`src/rtl/scc_pkg.sv`:
```
// ****************************************************************
// Capture control constants
// ****************************************************************
package scc_pkg;

    localparam int ADDR_W = 12;
    localparam int DATA_W = 8;

    // Register offsets
    localparam logic [ADDR_W-1:0] ADDR_CAPTURE_SETUP   = 12'h120;
    localparam logic [ADDR_W-1:0] ADDR_SKIP_COUNT_CTL  = 12'h121;
    localparam logic [ADDR_W-1:0] ADDR_EARLY_WINDOW    = 12'h122;
    localparam logic [ADDR_W-1:0] ADDR_CAPTURE_STATUS  = 12'h128;
    localparam logic [ADDR_W-1:0] ADDR_CAPTURE_COUNT   = 12'h12a;

    // Field positions in sysref_capture_setup
    localparam int FLAG_RST_POS  = 6;
    localparam int POLARITY_POS  = 4;
    localparam int EDGE_SEL_POS  = 3;
    localparam int MODE_LSB      = 1;
    localparam int MODE_W        = 2;

    // Field positions in the other control registers
    localparam int SKIP_LSB      = 0;
    localparam int SKIP_W        = 4;
    localparam int WIN_LSB       = 2;
    localparam int WIN_W         = 2;
    localparam int REJECT_POS    = 0;

    localparam int COUNT_W       = 8;
    localparam logic [DATA_W-1:0] RESET_VALUE = 8'h00;

    // Capture mode codes
    localparam logic [MODE_W-1:0] MODE_DISABLED   = 2'h0;
    localparam logic [MODE_W-1:0] MODE_CONTINUOUS = 2'h1;
    localparam logic [MODE_W-1:0] MODE_NSHOT      = 2'h2;
    localparam logic [MODE_W-1:0] MODE_NEXT       = 2'h3;

    // Run-length counter saturates at the widest early window
    localparam logic [WIN_W-1:0] RUN_MAX = 2'h3;

endpackage
```
`src/rtl/scc_capture_ctrl.sv`:
```
// What this block does
// RULE1: Bit 4 picks rising or falling pulse.
// RULE2: Software disables capture before changing polarity.
// RULE3: Bit 3 picks rising or falling clock edge.
// RULE4: Mode bits 2:1: off, continuous, N-shot, next.
// RULE5: N-shot skips first N transitions, acts next.
// RULE6: Early window bits 3:2 reject early transitions.
// RULE7: Each window code step adds one cycle.
// RULE8: N-shot stops after one capture until rearmed.
// RULE9: Flag reset holds error flags cleared.
// RULE10: 8-bit wrapping capture count, cleared by reset.
`timescale 1ns/1ps
`default_nettype none

module scc_capture_ctrl
    import scc_pkg::*;
(
    // Clock and reset
    input  wire logic              core_clk,
    input  wire logic              rst_b,
    // Alignment pulse pin
    input  wire logic              sysref_in,
    // Register port
    input  wire logic [ADDR_W-1:0] reg_addr,
    input  wire logic [DATA_W-1:0] reg_wdata,
    input  wire logic              reg_wr_en,
    input  wire logic              reg_rd_en,
    output logic      [DATA_W-1:0] reg_rdata,
    // Capture result
    output logic                   sysref_capture
);

    // ****************************************************************
    // State
    // ****************************************************************
    typedef struct packed {
        logic              flag_rst;
        logic              pulse_polarity_bit;
        logic              edge_sel;
        logic [MODE_W-1:0] capture_mode_field;
        logic [SKIP_W-1:0] skip_transition_count;
        logic [WIN_W-1:0]  early_reject_window;
        logic              armed;
        logic [SKIP_W-1:0] skipped;
        logic              prev_lvl;
        logic [WIN_W-1:0]  run;
        logic              reject_flag;
        logic [COUNT_W-1:0] count;
        logic              pulse;
        logic [DATA_W-1:0] rdata;
        logic [1:0]        rise_sync;
        logic [1:0]        fall_sync;
    } scc_state_type;

    scc_state_type st_q;
    scc_state_type st_d;
    logic          fall_smp_q;

    function automatic logic addr_is(input logic [ADDR_W-1:0] a,
                                     input logic [ADDR_W-1:0] target);
        addr_is = (a == target);
    endfunction

    // ****************************************************************
    // Falling-edge sample
    // ****************************************************************
    // Kept outside the state record: it lives on the opposite clock phase
    always_ff @(negedge core_clk or negedge rst_b) begin
        if (!rst_b) begin
            fall_smp_q <= 1'b0;
        end else begin
            fall_smp_q <= sysref_in;
        end
    end

    // ****************************************************************
    // Next state
    // ****************************************************************
    always_comb begin
        logic lvl;
        logic changed;
        logic qualify;
        logic early;
        logic act;
        logic clear_now;
        st_d    = st_q;
        clear_now = 1'b0;
        lvl     = 1'b0;
        changed = 1'b0;
        qualify = 1'b0;
        early   = 1'b0;
        act     = 1'b0;

        st_d.rise_sync = {st_q.rise_sync[0], sysref_in};
        st_d.fall_sync = {st_q.fall_sync[0], fall_smp_q};
        st_d.pulse     = 1'b0;

        // ************************************************************
        // Transition detect
        // ************************************************************
        // Clock edge choice
        lvl = st_q.edge_sel ? st_q.fall_sync[1] : st_q.rise_sync[1];  // RULE3
        changed = (lvl != st_q.prev_lvl);
        // Cleared bit: low-to-high is the active transition
        qualify = changed && (lvl == !st_q.pulse_polarity_bit);       // RULE1
        // Previous level held run+1 cycles; too short means early
        early = (st_q.run < st_q.early_reject_window);                // RULE6 RULE7
        st_d.prev_lvl = lvl;
        if (changed) begin
            st_d.run = '0;
        end else if (st_q.run != RUN_MAX) begin
            st_d.run = st_q.run + 1'b1;
        end

        // ************************************************************
        // Capture decision
        // ************************************************************
        if (qualify && early) begin
            st_d.reject_flag = 1'b1;
        end else if (qualify) begin
            unique case (st_q.capture_mode_field)                      // RULE4
                MODE_DISABLED: begin
                    act = 1'b0;
                end
                MODE_CONTINUOUS: begin
                    act = 1'b1;
                end
                MODE_NSHOT: begin
                    if (st_q.armed) begin
                        if (st_q.skipped == st_q.skip_transition_count) begin  // RULE5
                            act = 1'b1;
                            st_d.armed = 1'b0;                         // RULE8
                        end else begin
                            st_d.skipped = st_q.skipped + 1'b1;
                        end
                    end
                end
                MODE_NEXT: begin
                    if (st_q.armed) begin
                        act = 1'b1;
                        st_d.armed = 1'b0;
                    end
                end
            endcase
        end

        if (act) begin
            st_d.pulse = 1'b1;
            st_d.count = st_q.count + 1'b1;                           // RULE10
        end

        // ************************************************************
        // Register writes
        // ************************************************************
        // A mode write rearms the single-shot modes
        if (reg_wr_en) begin
            if (addr_is(reg_addr, ADDR_CAPTURE_SETUP)) begin
                st_d.flag_rst           = reg_wdata[FLAG_RST_POS];
                // Polarity is only expected to change while disabled
                st_d.pulse_polarity_bit = reg_wdata[POLARITY_POS];   // RULE2
                st_d.edge_sel           = reg_wdata[EDGE_SEL_POS];
                st_d.capture_mode_field = reg_wdata[MODE_LSB +: MODE_W];
                st_d.armed   = (reg_wdata[MODE_LSB +: MODE_W] != MODE_DISABLED);  // RULE8
                st_d.skipped = '0;
            end
            if (addr_is(reg_addr, ADDR_SKIP_COUNT_CTL)) begin
                st_d.skip_transition_count = reg_wdata[SKIP_LSB +: SKIP_W];
            end
            if (addr_is(reg_addr, ADDR_EARLY_WINDOW)) begin
                st_d.early_reject_window = reg_wdata[WIN_LSB +: WIN_W];
            end
        end

        // ************************************************************
        // Clear control
        // ************************************************************
        // Clear starts with the write itself, so a read right behind it sees zero
        clear_now = st_q.flag_rst
                    || (reg_wr_en && addr_is(reg_addr, ADDR_CAPTURE_SETUP)
                        && reg_wdata[FLAG_RST_POS]);
        // Held clear for as long as the bit stays set
        if (clear_now) begin
            st_d.reject_flag = 1'b0;                                  // RULE9
            st_d.count       = '0;                                    // RULE10
        end

        // ************************************************************
        // Read data
        // ************************************************************
        // Registered read data, one cycle after the strobe
        if (reg_rd_en) begin
            st_d.rdata = RESET_VALUE;
            if (addr_is(reg_addr, ADDR_CAPTURE_SETUP)) begin
                st_d.rdata[FLAG_RST_POS]          = st_q.flag_rst;
                st_d.rdata[POLARITY_POS]          = st_q.pulse_polarity_bit;
                st_d.rdata[EDGE_SEL_POS]          = st_q.edge_sel;
                st_d.rdata[MODE_LSB +: MODE_W]    = st_q.capture_mode_field;
            end
            if (addr_is(reg_addr, ADDR_SKIP_COUNT_CTL)) begin
                st_d.rdata[SKIP_LSB +: SKIP_W]    = st_q.skip_transition_count;
            end
            if (addr_is(reg_addr, ADDR_EARLY_WINDOW)) begin
                st_d.rdata[WIN_LSB +: WIN_W]      = st_q.early_reject_window;
            end
            if (addr_is(reg_addr, ADDR_CAPTURE_STATUS)) begin
                st_d.rdata[REJECT_POS]            = st_q.reject_flag;
            end
            if (addr_is(reg_addr, ADDR_CAPTURE_COUNT)) begin
                st_d.rdata = st_q.count;
            end
        end
    end

    // ****************************************************************
    // State register
    // ****************************************************************
    always_ff @(posedge core_clk or negedge rst_b) begin
        if (!rst_b) begin
            st_q <= '0;
        end else begin
            st_q <= st_d;
        end
    end

    assign reg_rdata      = st_q.rdata;
    assign sysref_capture = st_q.pulse;

endmodule

`default_nettype wire

```
`config.mk`:
```
export PLATFORM = sky130hd
export DESIGN_NAME = scc_capture_ctrl
export DESIGN_NICKNAME = d
export VERILOG_FILES = /design/src/rtl/scc_pkg.sv /design/src/rtl/scc_capture_ctrl.sv
export SDC_FILE = /design/constraint.sdc
export NUM_CORES = 1
export LEC_CHECK = 0
export BUFFER_PORTS_ARGS = -buffer_cell sky130_fd_sc_hd__buf_2
export CORE_MARGIN = 10
export CORE_UTILIZATION = 56
export DETAILED_ROUTE_END_ITERATION = 12
export PLACE_DENSITY_LB_ADDON = 0.15
export SYNTH_ARGS = -nofsm -noshare
export SYNTH_HDL_FRONTEND = slang
export SYNTH_SLANG_ARGS = --single-unit
```
`constraint.sdc`:
```
create_clock -name core_clk -period 2.99 [get_ports core_clk]
set_input_delay 0.897 -clock core_clk [delete_from_list [all_inputs] [get_ports core_clk]]
set_output_delay 0.897 -clock core_clk [all_outputs]
set_load 0.02 [all_outputs]
```
After elaboration in Yosys (flattened, before gate mapping) --
Index checks and enable logic that the tools add are counted. W data, S select, Z words.
Word-level totals: output and inout bits 9, bits in registers 42
Operators by class: equal/unequal tests 12, magnitude comparators 1, add/sub/neg operators 3, mux-type cells 27, reductions and logical operators 14
Operators by type and width (count):
- $eq A12 B9 Y1 const B | 5
- $mux W5 | 5
- $mux W9 | 2
- $mux W4 | 4
- $mux W1 | 10
- $add A8 B1 Y8 const B | 1
- $mux W8 | 1
- $reduce_bool A2 Y1 | 4
- $mux W2 | 3
- $reduce_and A2 Y1 | 3
- $add A4 B1 Y4 const B | 1
- $eq A2 B2 Y1 const B | 2
- $eq A4 B4 Y1 | 1
- $logic_and A1 B1 Y1 | 4
- $pmux W1 S4 | 1
- $add A2 B1 Y2 const B | 1
- $eq A2 B1 Y1 const B | 1
- $logic_not A2 Y1 | 1
- $lt A2 B2 Y1 | 1
- $ne A2 B2 Y1 const B | 1
- $pmux W1 S2 | 1
- $eq A1 B1 Y1 | 1
- $logic_not A1 Y1 | 1
- $logic_or A1 B1 Y1 | 1
- $ne A1 B1 Y1 | 1

Logic depth before layout (Yosys ltp) --
Gate-level depths: netlist of the first run.
word-level depth 8, gate-level depth with buffers 7, mapped depth without buffers 6

==> results.toml, run 1 <==
[run_status]
outcome = "finished clean"

[floorplan]
fp.dieW_um = 81.41
io_pins = 34
core_sq_mm = 0.003661
die_h_um = 81.41
initial_core_util_pct = 57.69
dieArea_sq_mm = 0.006628
rows = 22

[placed_design]
dpl-instance-area_sq_mm = 0.002281
dpl.hpwl_um = 3506
routabilityCongestion = 0.8100
port-buffer-count = 31

[pwr]
powerDensity_mw_per_mm2 = 618.2
p_leak_nw = 1.128
p_total_mw = 1.476
vdd_drop_max_v = 0.0003392

[finish]
seqCellArea_sq_mm = 0.001051
diodes = 0
fill_cells = 292
finalInstanceArea_sq_mm = 0.002387
drive_gt1_share_pct = 23.83
final_util_pct = 65.21
multi_input_area_sq_um = 950.9
layout-area-overhead-vs-synth_pct = 13.03
nets = 263

[clock_network]
numCtsBuffers = 5
clk_path_buf_depth = 2
cts-root-buf = "clkbuf_8"
h-tree-depth = 2
clock_latency_ps = 290
post_cts_buffers = 0
cts.repair.resized = 0
clkTransAtPathRegs_ps = 70
hold_buffers = 0
cts_tree = "built"
clock-sinks = 42

[sta]
period_needed_ps = 2498
slew_headroom_pct = 35.22
hold_viol = 0
tightest_slew_ps = 971.7
period_share_pct = 83.56
setup-violations-final = 0
fmax_mhz = 400.3
fin_skew_ps = 7.350
rsz0062_at_grt = "false"
finalSetupTns_ps = 0
slew_violations = 0

[global_route]
grt_first_pass_wirelength_um = 8114
grt_max_degree = 42
grt_pass1_vias = 1754
grt_antenna_before_repair = 0
grtUsageTotal_pct = 15.38
gr-total-overflow = 0

[detailed_routing]
dr_total_vias = 1678
drt_pre_antenna_iters = 4
drcViolationCount = 0
met3_length_um = 354
drtIter0Drc = 138
wl_per_cell_um = 16.59
wl_met1_um = 1969
routed.top_layer = "met4"
wl_met2_um = 2278
vias_per_cell = 5.929
detail-route-antenna-nets = 0
finalWirelength_um = 4694

[yosys]
synthMuxAreaShare_pct = 9.182
synth_top_family_by_area = "simple AND/OR/NAND/NOR gates"
syn_inst = 205
syn_area_sq_mm = 0.002112
synth.avg_cell_area_sq_um = 10.30
syn-num-nets = 234
seq_area_frac_synth_pct = 49.76
synth_edf_count = 0
synth_fa_ha_area_share_pct = 2.370
synthTopCellsByArea = "dfrtp_1 (49%), mux2_2 (5.3%), nand2_1 (3.6%)"
netlist.area_leader.share_pct = 48.58
ys_warn_count = 0
ys_ff_latch = 42
synthArstFlopShare_pct = 100.0
synth_xor_area_share_pct = 2.903
yosysUniqueCellTypes = 40
synthMostInstantiatedCell = "dfrtp_1"
synth_compound_area_share_pct = 12.14
yosys.area.top_type = "dfrtp_1"
synth_common_cells = "dfrtp_1 (41), nand2_1 (20), nor2_1 (15)"
synth-main-ff-cell = "dfrtp_1"
yosys.area_share.simple_pct = 18.42

[worst_setup_path]
setup.worst_path.class = "in2reg"
cp_max_fo = 5
required_ps = 3170
arrival_ps = 2670
endpoint_kind = "flip-flop"
critPathLaunchType = "primary input"

[run]
cap_violations = 0

[worst_hold_path]
hold_class = "reg2reg"
[state kept, by name, indices dropped and copies added (netlist names)]
name            cells
st_q               30
reg_rdata           8
fall_smp_q          1
sysref_capture      1
st_d                2
[critical path, stage by stage]
cell and delay, ps:
buf_2 90, nor4b_1 440, nand2_1 220, nor4_1 310
and3_1 350, mux2_2 370
[area by class of cell]
cell class,count,share of cell area (%)
flip-flops and latches,42,44.03
well taps,48,2.516
clock buffers,7,3.197
clock inverters,1,1.258
inverters,7,1.101
repair buffers,36,8.071
multi-input cells,142,39.83
[logic make-up (layout without fill, tap and decap cells)]
family          after synthesis  count (layout)
simple gates                 74              74
compound gates               40              40
flops                        42              42
xor+xnor                      7               7
fa+ha+maj                     4               4
mux                          17              17
buf+inv                      21              51
[per-stage QoR]
stage	cells	hold WS [ps]	worst slack [ps]
final	283	357.6	491.7
after global routing	283	357.0	337.1
after CTS	283	353.3	529.2
after detailed placement	275	336.5	241.7
after global placement	275	331.4	274.8
after floorplan	205	331.2	275.9
[worst paths after layout]
| path | start | to | slack (ps) | depth (start not counted) |
|---|---|---|---|---|
| hold / removal | st_d[3] | st_q[3] | 360 | 0 |
| max in group asynchronous | rst_b | fall_smp_q | 1080 | 1 |
| setup / recovery | reg_addr[4] | st_q[34] | 490 | 6 |
| setup reg to reg | st_q[38] | st_q[28] | 590 | 5 |
| hold reg to reg | st_d[3] | st_q[3] | 360 | 0 |
| min in group asynchronous | rst_b | st_q[20] | 710 | 2 |
[report_power, final]
part	internal (mW)	leakage (nW)	switching [mW]
sequential	0.646	0.513	0.0910
clock	0.250	0.0524	0.181
combinational	0.131	0.563	0.178
total	1.03	1.13	0.450
[layer usage]
metal | vias to the layer above | GRT usage [%]
li1 | 798 | -
met1 | 807 | 19.22
met2 | 63 | 24.88
met3 | 10 | 4.476
met4 | 0 | 5.363
met5 | - | 0
[layout by cell type, fill, tap and decap left out, types with 3 or more instances in the layout]
master	Yosys	layout
o21ai_0	8	8
dfrtp_1	41	41
inv_1	7	7
mux2i_1	4	4
mux2_2	10	10
nand2_1	20	20
ha_1	4	4
nand2b_1	3	3
nor4_1	5	5
clkbuf_8	0	5
nand3_1	7	7
buf_4	8	5
or3_1	4	4
nand4_1	4	4
a21oi_1	13	13
or4_1	6	6
buf_2	1	31
o31ai_1	4	4
nor2_1	15	15
xor2_1	7	7
(Power assumes the default switching activity.)
==> run 2: changes to the inputs <==
Settings changed: CORE_UTILIZATION 56 to 50.
Clock period 2.99 ns to 2.15 ns, I/O delays scaled along.
==> run 2 against run 1 <==
The run now ends with negative setup slack left. First-iteration DRC count shrank 17%. Utilization shrank 2.5 points. Worst hold slack is essentially flat. Global-route usage shrank 1.9 points. Wire length grew 5.5%. Combinational power grew 50%. Register-to-register slack lost 590 ps. Sequential power grew 38%. Flip-flop and latch count is the same. Final area grew 6.6%. Critical path type is now reg2reg. Critical endpoint is now st_q[27].
==> results.toml, run 2 (synthesis gave the netlist of run 1 again) <==
[worst_setup_path]
crit_slowest_cell = "or4_4"
cpMostUsedCell = "mux2_4"
startpoint = "st_q[38]"
rr_startpoint = "st_q[38]"
crit_buf_inv = 0
endpoint_kind = "flip-flop"
critPathLaunchType = "flip-flop"
crit_chain = "mux2_4, mux2_4, or4_4, or3_4, a21oi_2"
arrival_ps = 2380
cp_max_fo = 7
worst_path_dominant_cell_family = "simple AND/OR/NAND/NOR gates"
cp_slowest_stage_delay_ps = 580
setup.worst_path.class = "reg2reg"
required_ps = 2380

[clock_network]
clk_path_buf_depth = 2
cts-root-buf = "clkbuf_8"
clock-sinks = 42
h-tree-depth = 2
clkTransAtPathRegs_ps = 80
cts_tree = "built"
numCtsBuffers = 5
hold_buffers = 0
clock_latency_ps = 300

[detailed_routing]
drcViolationCount = 0
dr_total_vias = 1742
vias_per_cell = 5.865
finalWirelength_um = 4951
detail-route-antenna-nets = 0
drtIter0Drc = 115
wl_per_cell_um = 16.67
drt_pre_antenna_iters = 4

[sta]
setup-violations-final = 1
hold_viol = 0
period_needed_ps = 2153
slew_violations = 0
tightest_slew_ps = 628.2
slew_headroom_pct = 58.12
fmax_mhz = 464.5
period_share_pct = 100.1
finalWorstSetupSlack_ps = -2.764
finalSetupTns_ps = -2.764
rsz0062_at_grt = "true"
fin_skew_ps = 4.874

[floorplan]
fp.dieW_um = 84.99
core_sq_mm = 0.004058
io_pins = 34
dieArea_sq_mm = 0.007223
rows = 23
initial_core_util_pct = 52.05
die_h_um = 84.99

[run_status]
violations = "negative setup slack"
outcome = "finished with violations"

[placed_design]
dpl.hpwl_um = 3765
port-buffer-count = 31
placed_cells = 289
dpl-instance-area_sq_mm = 0.002422
routabilityCongestion = 0.8391

[finish]
drive_gt1_share_pct = 32.39
diodes = 0
fill_cells = 341
final_cell_count_no_fill = 297
largest_register_ffs = 30
mostFrequentLayoutCells = "dfrtp_1 (41), buf_2 (31), nand2_1 (20)"
multi_input_area_sq_mm = 0.001030
regMostFlops = "st_q"
layout-area-overhead-vs-synth_pct = 20.44
finalInstanceArea_sq_mm = 0.002544
final_common_cell = "dfrtp_1"
nets = 275
seqCellArea_sq_mm = 0.001051

[pwr]
pwr-share-seq_pct = 50.8
power_switching_share_pct = 32.66
powerDensity_mw_per_mm2 = 792.1
p_switching_uw = 658.1
p_leak_nw = 1.209
p_comb_share_pct = 23.0
p_int_mw = 1.357
vdd_drop_max_v = 0.0005683
power_frac_clock_pct = 26.2

[worst_hold_path]
worstHoldStart = "st_d[3]"
hold_class = "reg2reg"

[run]
cap_violations = 0

[global_route]
grt_max_degree = 42
grt_pass1_vias = 1776
grt_first_pass_wirelength_um = 8017
grt_antenna_before_repair = 0
grtUsageTotal_pct = 13.52
gr-total-overflow = 0
==> run 2: cell type report <==
cell class	count	share of cell area (%)
Tap cell	50	2.459
Multi-Input combinational cell	142	40.48
Timing Repair Buffer	48	11.12
Clock buffer	7	3.394
Inverter	7	1.033
Clock inverter	1	0.1968
Sequential cell	42	41.32
==> run 2: power groups by stage <==
stage | combinational, mW | sequential (mW) | clock (mW)
finish | 0.463 | 1.02 | 0.528
global route | 0.524 | 1.04 | 0.581
CTS | 0.454 | 1.02 | 0.534
detailed placement | 0.445 | 1.04 | 0
global placement | 0.416 | 1.03 | 0
floorplan | 0.327 | 0.997 | 0
==> run 2: layer usage <==
metal  GRT usage [%]  wire length (um)
met5               0                 0
met4           6.437                98
met3           3.633               221
met2           23.30              2575
met1           15.02              2055
==> run 2: path summary, 6_finish.rpt <==
check / endpoint / slack [ps] / cells after the start
setup / recovery: st_q[27] / -3 / 5
hold / removal: st_q[3] / 360 / 0
setup reg to reg: st_q[27] / -3 / 5
hold reg to reg: st_q[3] / 360 / 0
max in group asynchronous: fall_smp_q / 910 / 1
min in group asynchronous: st_q[17] / 470 / 2
==> run 2: through the flow <==
step / total power, mW / setup WS, ps / hold WS [ps] / util (%)
final: 2.015 / -2.764 / 357.3 / 62.69
after global routing: 2.146 / -65.99 / 371.6 / 62.69
after CTS: 2.011 / -2.052 / 362.1 / 62.29
after detailed placement: 1.483 / -56.10 / 341.2 / 59.70
after global placement: 1.445 / 13.78 / 339.9 / 59.70
after floorplan: 1.324 / -13.46 / 331.2 / -
==> run 2: what timing repair did <==
action,4_1_cts,5_1_grt
setup endpoints to repair,3,11
buffers inserted,0,0
pin swaps,1,2
gates cloned,0,0
endpoints found under the hold margin,0,0
gates resized for setup,3,4
